File: config.mk
export PLATFORM = sky130hd
export DESIGN_NAME = dsmr_regs
export DESIGN_NICKNAME = d
export VERILOG_FILES = /design/src/design/dsmr_pkg.sv /design/src/design/dsmr_regs.sv
export SDC_FILE = /design/constraint.sdc
export NUM_CORES = 2
export LEC_CHECK = 0
export ABC_AREA = 1
export BUFFER_PORTS_ARGS = -buffer_cell sky130_fd_sc_hd__buf_2
export CAP_MARGIN = 5
export CORE_MARGIN = 5
export CORE_UTILIZATION = 61
export CTS_CLUSTER_DIAMETER = 120
export DETAILED_ROUTE_END_ITERATION = 10
export PLACE_DENSITY = 0.88
export SYNTH_ARGS = -nofsm -noshare
export SYNTH_HDL_FRONTEND = slang
export SYNTH_SLANG_ARGS = --single-unit
File: constraint.sdc
create_clock -name clk -period 3.9 [get_ports clk]
set_input_delay 0.78 -clock clk [delete_from_list [all_inputs] [get_ports clk]]
set_output_delay 0.78 -clock clk [all_outputs]
set_load 0.05 [all_outputs]
File: src/design/dsmr_pkg.sv
package dsmr_pkg;

  // register numbers as seen by the master (one-based)
  localparam logic [15:0] REG_LEGACY_STATUS = 16'h0006;
  localparam logic [15:0] REG_EXT_STATUS = 16'h07D1;
  localparam logic [15:0] REG_SPEED = 16'h07D2;
  localparam logic [15:0] REG_CURRENT = 16'h07D3;
  localparam logic [15:0] REG_POWER = 16'h07D4;
  localparam logic [15:0] REG_IO_STATUS = 16'h07D5;
  localparam logic [15:0] REG_TORQUE = 16'h07D6;
  localparam logic [15:0] REG_DC_LINK = 16'h07D7;
  localparam logic [15:0] REG_HEATSINK = 16'h07D8;
  localparam logic [15:0] REG_AIN_ONE = 16'h07D9;
  localparam logic [15:0] REG_AIN_TWO = 16'h07DA;
  localparam logic [15:0] REG_AOUT = 16'h07DB;
  localparam logic [15:0] REG_LOOP_OUT = 16'h07DC;
  localparam logic [15:0] REG_BOARD_TEMP = 16'h07DD;
  localparam logic [15:0] REG_OUT_VOLT = 16'h07DE;
  localparam logic [15:0] REG_POT = 16'h07DF;
  localparam logic [15:0] REG_FAULT_CODE = 16'h07E0;

  // user parameter window
  localparam logic [15:0] PARAM_BASE = 16'h0080;
  localparam logic [15:0] PARAM_FIRST = 16'h0004;
  localparam logic [15:0] PARAM_LAST = 16'h003C;
  localparam int PARAM_COUNT = 61;
  localparam logic [15:0] PARAM_RESET = 16'h0000;
  localparam logic [5:0] PARAM_RATED_CURRENT = 6'h08;

  // legacy word bit positions
  localparam int LEG_RUN = 0;
  localparam int LEG_TRIP = 1;
  localparam int LEG_STANDBY = 2;
  localparam int LEG_READY = 6;
  localparam int LEG_CODE_LSB = 8;

  // extended word bit positions
  localparam int EXT_READY = 0;
  localparam int EXT_RUN = 1;
  localparam int EXT_TRIP = 2;
  localparam int EXT_STANDBY = 3;
  localparam int EXT_FIRE = 4;
  localparam int EXT_AT_SPEED = 6;
  localparam int EXT_BELOW_MIN = 7;
  localparam int EXT_OVERLOAD = 8;
  localparam int EXT_MAINS_LOSS = 9;
  localparam int EXT_HEATSINK_HOT = 10;
  localparam int EXT_BOARD_HOT = 11;
  localparam int EXT_FOLDBACK = 12;
  localparam int EXT_REVERSE = 13;
  localparam int EXT_TOGGLE = 15;

  // io word bit positions
  localparam int IO_DIN_LSB = 0;
  localparam int IO_SW_FWD = 6;
  localparam int IO_SW_REV = 7;
  localparam int IO_DOUT = 8;
  localparam int IO_RELAY = 9;
  localparam int IO_AIN_ONE_LOSS = 12;
  localparam int IO_AIN_TWO_LOSS = 13;
  localparam int IO_POT_HALF = 15;

  // thresholds
  localparam logic [15:0] HEATSINK_LIMIT_C = 16'h0055;
  localparam logic [15:0] BOARD_LIMIT_C = 16'h0050;
  localparam logic [15:0] POT_HALF_SCALE = 16'h0800;
  localparam logic [15:0] POT_FULL_SCALE = 16'h1000;

  typedef struct packed {
    logic running;
    logic tripped;
    logic standby;
    logic mains_loss;
    logic fire_mode;
    logic drive_enabled;
    logic foldback;
    logic relay_closed;
    logic dig_out_active;
    logic ain_one_loss;
    logic ain_two_loss;
    logic [7:0] trip_code;
    logic [15:0] speed;
    logic [15:0] speed_setpoint;
    logic [15:0] min_speed;
    logic [15:0] current;
    logic [15:0] power;
    logic [15:0] torque;
    logic [15:0] dc_link;
    logic [15:0] heatsink_c;
    logic [15:0] ain_one;
    logic [15:0] ain_two;
    logic [15:0] aout;
    logic [15:0] loop_out;
    logic [15:0] board_c;
    logic [15:0] out_volt;
    logic [15:0] pot;
  } dsmr_drive_type;

  typedef struct packed {
    logic rd;
    logic wr;
    logic [15:0] num;
    logic [15:0] data;
  } dsmr_req_type;

  typedef struct packed {
    logic valid;
    logic error;
    logic [15:0] data;
  } dsmr_rsp_type;

endpackage

File: src/design/dsmr_regs.sv
// Functional notes
// - parameter N lives at register 128+N
// - parameters are readable and writable
// - legacy upper byte carries trip code while tripped
// - legacy low bits: run, trip, standby, ready
// - ready: untripped, enable input high, mains present
// - extended bits 0-3: ready run trip standby
// - extended bit 4: fire mode active
// - extended bit 6: enabled and at setpoint
// - extended bit 7: enabled, below minimum
// - extended bit 8: current above rated
// - extended bit 9: mains loss
// - bits 10/11: heatsink over 85, board 80
// - extended bit 12: switching foldback
// - extended bit 13: negative speed
// - extended bit 15 toggles per read
// - io bits 0-3 mirror digital inputs
// - io bits 6/7: forward, reverse switch
// - io bit 8: digital or analog output
// - io bit 9: relay closed
// - io bits 12/13: current loop lost
// - io bit 15: pot above half scale
// - pot register reports 0 to 4096
`timescale 1ns/100ps
`default_nettype none

module dsmr_regs (
  // clock and reset
  input wire logic clk,
  input wire logic rst,
  input wire logic ce,
  // drive state, same clock
  input wire dsmr_pkg::dsmr_drive_type drive,
  // pins, asynchronous
  input wire logic [3:0] din_pins,
  input wire logic sw_fwd_pin,
  input wire logic sw_rev_pin,
  // register access from the frame decoder
  input wire dsmr_pkg::dsmr_req_type req,
  output dsmr_pkg::dsmr_rsp_type rsp,
  // rated current for the drive core
  output logic [15:0] rated_current
);

  logic [5:0] pin_meta_q;
  logic [5:0] pin_sync_q;
  logic toggle_q;
  logic [15:0] param_q [0:dsmr_pkg::PARAM_COUNT-1];
  logic [15:0] legacy_word;
  logic [15:0] ext_word;
  logic [15:0] io_word;
  logic hw_enable_input;
  logic ready;
  logic param_hit;
  logic [5:0] param_idx;
  logic [15:0] param_off;
  logic [15:0] rd_word;
  logic rd_hit;

  function automatic logic above(input logic [15:0] value, input logic [15:0] limit);
    above = value > limit;
  endfunction

  // two-stage sync; only stage two is read
  always_ff @(posedge clk) begin
    if (rst) begin
      pin_meta_q <= 6'h00;
      pin_sync_q <= 6'h00;
    end else if (ce) begin
      pin_meta_q <= {sw_rev_pin, sw_fwd_pin, din_pins};
      pin_sync_q <= pin_meta_q;
    end
  end

  assign hw_enable_input = pin_sync_q[0];
  assign ready = !drive.tripped && hw_enable_input && !drive.mains_loss;

  always_comb begin
    legacy_word = 16'h0000;
    legacy_word[dsmr_pkg::LEG_RUN] = drive.running;
    legacy_word[dsmr_pkg::LEG_TRIP] = drive.tripped;
    legacy_word[dsmr_pkg::LEG_STANDBY] = drive.standby;
    legacy_word[dsmr_pkg::LEG_READY] = ready;
    if (drive.tripped) begin
      legacy_word[dsmr_pkg::LEG_CODE_LSB +: 8] = drive.trip_code;
    end
  end

  always_comb begin
    ext_word = 16'h0000;
    ext_word[dsmr_pkg::EXT_READY] = ready;
    ext_word[dsmr_pkg::EXT_RUN] = drive.running;
    ext_word[dsmr_pkg::EXT_TRIP] = drive.tripped;
    ext_word[dsmr_pkg::EXT_STANDBY] = drive.standby;
    ext_word[dsmr_pkg::EXT_FIRE] = drive.fire_mode;
    ext_word[dsmr_pkg::EXT_AT_SPEED] = drive.drive_enabled && (drive.speed == drive.speed_setpoint);
    // signed compare: any reverse speed counts as below a non-negative minimum
    ext_word[dsmr_pkg::EXT_BELOW_MIN] = drive.drive_enabled &&
      ($signed(drive.speed) < $signed(drive.min_speed));
    ext_word[dsmr_pkg::EXT_OVERLOAD] = above(drive.current, rated_current);
    ext_word[dsmr_pkg::EXT_MAINS_LOSS] = drive.mains_loss;
    ext_word[dsmr_pkg::EXT_HEATSINK_HOT] = above(drive.heatsink_c, dsmr_pkg::HEATSINK_LIMIT_C);
    ext_word[dsmr_pkg::EXT_BOARD_HOT] = above(drive.board_c, dsmr_pkg::BOARD_LIMIT_C);
    ext_word[dsmr_pkg::EXT_FOLDBACK] = drive.foldback;
    ext_word[dsmr_pkg::EXT_REVERSE] = drive.speed[15];
    ext_word[dsmr_pkg::EXT_TOGGLE] = toggle_q;
  end

  always_comb begin
    io_word = 16'h0000;
    io_word[dsmr_pkg::IO_DIN_LSB +: 4] = pin_sync_q[3:0];
    io_word[dsmr_pkg::IO_SW_FWD] = pin_sync_q[4];
    io_word[dsmr_pkg::IO_SW_REV] = pin_sync_q[5];
    io_word[dsmr_pkg::IO_DOUT] = drive.dig_out_active || (drive.aout != 16'h0000);
    io_word[dsmr_pkg::IO_RELAY] = drive.relay_closed;
    io_word[dsmr_pkg::IO_AIN_ONE_LOSS] = drive.ain_one_loss;
    io_word[dsmr_pkg::IO_AIN_TWO_LOSS] = drive.ain_two_loss;
    io_word[dsmr_pkg::IO_POT_HALF] = above(drive.pot, dsmr_pkg::POT_HALF_SCALE);
  end

  // parameter window decode
  assign param_off = req.num - dsmr_pkg::PARAM_BASE;
  assign param_hit = (req.num >= dsmr_pkg::PARAM_BASE + dsmr_pkg::PARAM_FIRST) &&
    (req.num <= dsmr_pkg::PARAM_BASE + dsmr_pkg::PARAM_LAST);
  assign param_idx = param_off[5:0];

  always_comb begin
    rd_hit = 1'b1;
    rd_word = 16'h0000;
    if (param_hit) begin
      rd_word = param_q[param_idx];
    end else begin
      case (req.num)
        dsmr_pkg::REG_LEGACY_STATUS: rd_word = legacy_word;
        dsmr_pkg::REG_EXT_STATUS: rd_word = ext_word;
        dsmr_pkg::REG_SPEED: rd_word = drive.speed;
        dsmr_pkg::REG_CURRENT: rd_word = drive.current;
        dsmr_pkg::REG_POWER: rd_word = drive.power;
        dsmr_pkg::REG_IO_STATUS: rd_word = io_word;
        dsmr_pkg::REG_TORQUE: rd_word = drive.torque;
        dsmr_pkg::REG_DC_LINK: rd_word = drive.dc_link;
        dsmr_pkg::REG_HEATSINK: rd_word = drive.heatsink_c;
        dsmr_pkg::REG_AIN_ONE: rd_word = drive.ain_one;
        dsmr_pkg::REG_AIN_TWO: rd_word = drive.ain_two;
        dsmr_pkg::REG_AOUT: rd_word = drive.aout;
        dsmr_pkg::REG_LOOP_OUT: rd_word = drive.loop_out;
        dsmr_pkg::REG_BOARD_TEMP: rd_word = drive.board_c;
        dsmr_pkg::REG_OUT_VOLT: rd_word = drive.out_volt;
        // clamp so a stray sample never leaves the 0..4096 range
        dsmr_pkg::REG_POT: rd_word = above(drive.pot, dsmr_pkg::POT_FULL_SCALE) ?
          dsmr_pkg::POT_FULL_SCALE : drive.pot;
        dsmr_pkg::REG_FAULT_CODE: rd_word = {8'h00, drive.trip_code};
        default: rd_hit = 1'b0;
      endcase
    end
  end

  // parameter storage; monitoring registers have no write path
  always_ff @(posedge clk) begin
    if (rst) begin
      for (int i = 0; i < dsmr_pkg::PARAM_COUNT; i++) begin
        param_q[i] <= dsmr_pkg::PARAM_RESET;
      end
    end else if (ce && req.wr && param_hit) begin
      param_q[param_idx] <= req.data;
    end
  end

  // live bit flips after each read of the extended word
  always_ff @(posedge clk) begin
    if (rst) begin
      toggle_q <= 1'b0;
    end else if (ce && req.rd && !param_hit && req.num == dsmr_pkg::REG_EXT_STATUS) begin
      toggle_q <= !toggle_q;
    end
  end

  // answer one cycle after the request
  always_ff @(posedge clk) begin
    if (rst) begin
      rsp <= '0;
    end else if (ce) begin
      rsp.valid <= req.rd || req.wr;
      rsp.data <= req.rd ? rd_word : 16'h0000;
      // writes outside the parameter window are refused
      rsp.error <= (req.rd && !rd_hit) || (req.wr && !param_hit);
    end
  end

  always_ff @(posedge clk) begin
    if (rst) begin
      rated_current <= dsmr_pkg::PARAM_RESET;
    end else if (ce) begin
      rated_current <= param_q[dsmr_pkg::PARAM_RATED_CURRENT];
    end
  end

endmodule

`default_nettype wire

* Yosys cells after proc, flatten, opt, wreduce, memory -nomap -nowiden
Memory sizes are Yosys's and may differ from the RTL's. A register that Yosys moved wholly into a read port is not among the register bits. Cells that the tools add are included.
Word-level totals: flip-flop bits (word level) 31, memory bits (writable) 976, input port bits 302, output and inout port bits 34, word-level logic and storage cells 72, memories 1
Memories:
- param_q | depth 61, bits a word 16, rd ports 2, clocked after Yosys merged registers in 1, write ports 61, RTL line dsmr_regs.sv:48 | logic [15:0] param_q [0:dsmr_pkg::PARAM_COUNT-1];
Cells by class: add/subtract/negate cells 1, $lt $le $gt $ge 8, eq/ne operators 18, mux-type cells 15, reduce and logical (&&, ||, !) cells 23
Operator list (number):
- 16-bit case mux with 17 select lines | 1
- 16-bit by 11-bit == test with 1-bit output (second input constant) | 16
- 16-bit 2-to-1 mux | 4
- 16-bit by 7-bit > comparator with 1-bit output (second input constant) | 2
- 17-bit OR reduction | 1
- 16-bit == test | 1
- 16-bit by 3-bit == test with 1-bit output (second input constant) | 1
- 16-bit by 8-bit >= comparator with 1-bit output (second input constant) | 1
- 16-bit by 12-bit > comparator with 1-bit output (second input constant) | 1
- 16-bit by 13-bit > comparator with 1-bit output (second input constant) | 1
- 16-bit > comparator | 1
- 16-bit by 8-bit less-or-equal comparator with 1-bit output (second input constant) | 1
- 16-bit less-than comparator | 1
- 16-bit nonzero test | 1
- 16-bit OR reduction | 1
- 1-bit logical AND | 12
- 1-bit 2-to-1 mux | 8
- 8-bit 2-to-1 mux | 1
- 6-bit 2-to-1 mux | 1
- 6-bit by 1-bit subtractor with 6-bit output (second input constant) | 1
- 1-bit logical NOT | 5
- 1-bit logical OR | 3

* Logic depth before layout (Yosys ltp)
word-level depth 8, depth in mapped cells 17, gate-level depth less buffers 15

* Worst setup path before layout
No wires, ideal clock.
kind input port to flip-flop, from input req[29] in the netlist's numbering, to memory param_q[4][0], enable pin, setup time 0.372 ns, arrival 2.693 ns, data required time 3.528 ns, path slack 0.835 ns, cell stages on the path 10, path buffers 1, cells stage by stage nor2_1 -> nand2_1 -> nor2_1 -> nand4_2 -> nor3_2 -> inv_2 -> nor2_1 -> nand2_1 -> clkbuf_1 -> nand2_1
RTL lines:
- start, declared | RTL line dsmr_regs.sv:39 | input wire dsmr_pkg::dsmr_req_type req,
- end, declared | RTL line dsmr_regs.sv:48

* Worst setup path in the final report
from input req[16] in the netlist's numbering, to register rsp[0] in the netlist's numbering
On the way: word-level cells in the longest chain between the ends 4, elaborated cells between the ends (all ways) 25, classes of those cells add/sub (1); order compare (2); eq/ne (17); mux (3); reduce/logical (1); memory (1)
RTL lines:
- 6-bit by 1-bit subtractor with 6-bit output, or another cell as far along | RTL line dsmr_regs.sv:122 | assign param_off = req.num - dsmr_pkg::PARAM_BASE;
- memory 61 x 16 bit, or another cell as far along
- 16-bit 2-to-1 mux (*) | RTL line dsmr_regs.sv:130 | if (param_hit) begin
- 16-bit 2-to-1 mux (*) | RTL line dsmr_regs.sv:184 | rsp.data <= req.rd ? rd_word : 16'h0000;
- end, declared | RTL line dsmr_regs.sv:40 | output dsmr_pkg::dsmr_rsp_type rsp,
Mark *: on every way between the ends. The rest lies on a longest branch, timed or not. A chain may end at the register's enable or synchronous reset.

==> summary.txt <==
Synth
  • Synth area leader: edfxtp_1
  • Most frequent cell after synthesis: nor2_1
  • Post-synth top cells: nor2_1, nand2_1, edfxtp_1
  • Count of cell types in the netlist: 34
  • Number of synthesized flops with an enable pin: 1024
  • Main area contributors after synthesis: edfxtp_1, nor2_1, nand2_1, clkbuf_1, dfxtp_1
  • Cells after Synth: 5675
  • Post-synthesis sequential area ratio: 63.20%
  • Area fraction of the dominant cell type after synthesis: 61.33%
  • Synthesis warning total: 0
  • Dominant synthesized flop cell: edfxtp_1
  • Netlist Area Pre-Place: 50140 um^2
  • Syn avg cell area: 8.836 um^2
  • #FFs+latches synth: 1071
  • Post-synth ARST share: 0%

Placed design
  • Placed instance count: between 7000 and 8000
  • Routability Congestion: 1.119
  • Port bufs: 335
  • Area after DPL: between 50000 and 60000 um^2
  • DP HPWL: 125300 um

Routing
  • Final ANT Viol Nets: 0
  • Drt total wl: ~190000 um
  • Routed vias: 44903
  • Vias/cell: 6.137
  • Routed WL per cell: 25.53 um
  • Total iterations of the first detailed-routing run: 11
  • Iteration-0 DRC Markers: 7820
  • Post-route DRC: 1

Finish
  • Non-Filler Instances: 7317
  • Area Growth Syn to Fin: 15.40%
  • Fin area: 57870 um^2
  • Share of post-route cells with drive strength above 1: 12.57%
  • Nets: 6488

Die
  • Rows: 105
  • Area of the die: 88030 um^2
  • IO Pins: 336
  • Core area: 81850 um^2
  • Initial Util: about three fifths
  • Die X: 296.7 um
  • Die height: 296.7 um

Critical path
  • R2R cell count: 8
  • Worst Setup Start Kind: primary input
  • Endpoint class of the critical path: flop
  • Crit-path slowest cell: o21ai_0
  • Class of the most critical setup path: primary input to flop
  • Crit path required time: 4.53 ns
  • CP Max Fanout: 47
  • Slowest Stage Delay on Critical Path: 0.80 ns
  • Crit path cell chain: buf_2, inv_1, nand2_4, buf_12, buf_12, o22ai_1, o21ai_0, nand2_1, o21ai_0, nand3_1, nand2_1, nand2_1, a21oi_1
  • Most frequent CP cell: nand2_1
  • WP data arrival: 4.26 ns

CTS
  • CTS Sinks: 1071
  • Resized Gates After CTS: 0
  • Clk pin slew, worst setup/hold paths: 0.06 ns
  • Setup bufs post-CTS: 0
  • Clk Latency, worst-skew pair: 0.72 ns
  • Post-CTS Hold Buffers: 0
  • Clk Tree Root Cell: clkbuf_16
  • CTS tree: done
  • Htree depth: 3
  • Total CTS buffers: 100
  • CTS max path bufs: 3

STA
  • Worst Tran Pin Value: 1.087 ns
  • Final hold viol count: 0
  • # setup viols final: 0
  • Worst hold margin: between 0.2 and 0.3 ns
  • Clock skew: 0.03972 ns
  • Slew margin rel.: 27.54%
  • FMAX: approximately 280 MHz
  • Fin Setup TNS: 0 ns
  • Fin crit period: 3.625 ns
  • Part of the cycle the worst path needs: between 90% and 100%
  • Max-slew violation count: 0
  • RSZ-0062 raised after global routing: false

Run
  • Max-cap viol count: 0

Global route
  • Global-route wire length before repair: 271400 um
  • Overall global routing resource usage: 41.26%
  • Grt total ovfl: 0
  • Vias in the first global route: 43533
  • Largest net degree at the start of global routing: 78
  • Initial antenna violation count: 18

Power and ir drop
  • Comb power frac: a little under 10%
  • Power Internal: 18.79 mW
  • P_sw: approximately 6.5 mW
  • Static leakage: 24.74 nW
  • Worst VDD drop: 0.0003834 V
  • Switching fraction of total power: 25.62%
  • PwrDens: 436.6 nW/um^2
  • Pwr Total: around 25 mW
  • Clk network pwr share: 37.1%
  • Flop pwr share: between 50% and 60%

Hold path
  • Hold Path Class: primary input to flop
  • Hold path cells: 1

Outcome
  • Failing checks: DRC
  • Outcome: finished, violations left
==> metal layers <==
layer	GRT usage [%]	wire length, um
met3	13.80	27550
met2	64.05	83340
met4	33.45	19830
met1	46.79	56010
met5	0	73
==> through the flow <==
step / utilization [%] / setup slack, ns
after floorplan: - / 0.8355
after CTS: 70.66 / 0.7771
after global routing: 70.68 / 0.3885
after global placement: 66.89 / 0.1420
final: 70.70 / 0.2749
after detailed placement: 66.89 / 0.1477
==> state kept, by name (all words and copies together) (netlist names) <==
register	cells
param_q	1024
rated_current	16
toggle_q	1
rsp	18
pin_sync_q	6
pin_meta_q	6
==> worst max-delay path: cells and delay by family <==
family / cells / cell delay, ns
simple gates: 5 / 1.08
buf+inv: 4 / 0.94
compound gates: 4 / 1.36
==> layout by cell type, fill, tap and decap left out, types with 4 or more instances in the layout <==
master        n
inv_2        22
nand2_4       4
clkbuf_16   100
edfxtp_1   1024
clkinv_16     4
nand4_1      51
diode_2      12
clkinv_1     28
o22ai_1      80
conb_1      112
buf_12       28
buf_2       334
buf_4       249
ha_1         31
nor3b_1       4
inv_1       147
a21oi_1      56
xor2_1        7
o21ai_0     106
nand2_1    1058
nor3_1       14
o21bai_1      4
nand3_1     147
nor2_1     2499
clkbuf_1     22
clkinv_2     22
dfxtp_1      47
==> worst paths after layout <==
path | endpoint | slack [ns] | startpoint
max | rsp[0] | 0.27 | req[16]
min | param_q[63][11] | 0.28 | req[11]
max reg2reg | rsp[0] | 1.38 | param_q[62][0]
min reg2reg | rsp[1] | 0.47 | rsp[1]
==> area by class of cell <==
cell class | count | area (um^2)
Sequential cell | 1071 | 31690
Clock inverter | 60 | 503.0
Fill cell | 5588 | 23980
Multi-Input combinational cell | 4197 | 16960
Antenna cell | 12 | 30.03
Tap cell | 1070 | 1339
Clock buffer | 122 | 2585
Timing Repair Buffer | 611 | 4101
Inverter | 174 | 658.1
==> power by group through the flow <==
| stage | clock [mW] | sequential (mW) | combinational (mW) |
|---|---|---|---|
| final | 9.38 | 13.4 | 2.50 |
| after global routing | 9.82 | 13.4 | 2.62 |
| after CTS | 9.30 | 13.4 | 2.38 |
| after detailed placement | 0 | 13.6 | 2.34 |
| after global placement | 0 | 13.6 | 2.29 |
| after floorplan | 0 | 13.6 | 1.20 |
==> logic make-up after synthesis <==
| family | after synthesis | synth area share (%) |
|---|---|---|
| adder cells (fa/ha/maj) | 31 | 0.7735 |
| AO/OA/AOI/OAI | 253 | 2.780 |
| flip-flops | 1071 | 63.20 |
| other | 1 | 0.007479 |
| buffers and inverters | 518 | 3.920 |
| AND/OR/NAND/NOR | 3794 | 29.20 |
| XOR/XNOR | 7 | 0.1223 |
No activity file was read; power rests on OpenSTA's default activity.
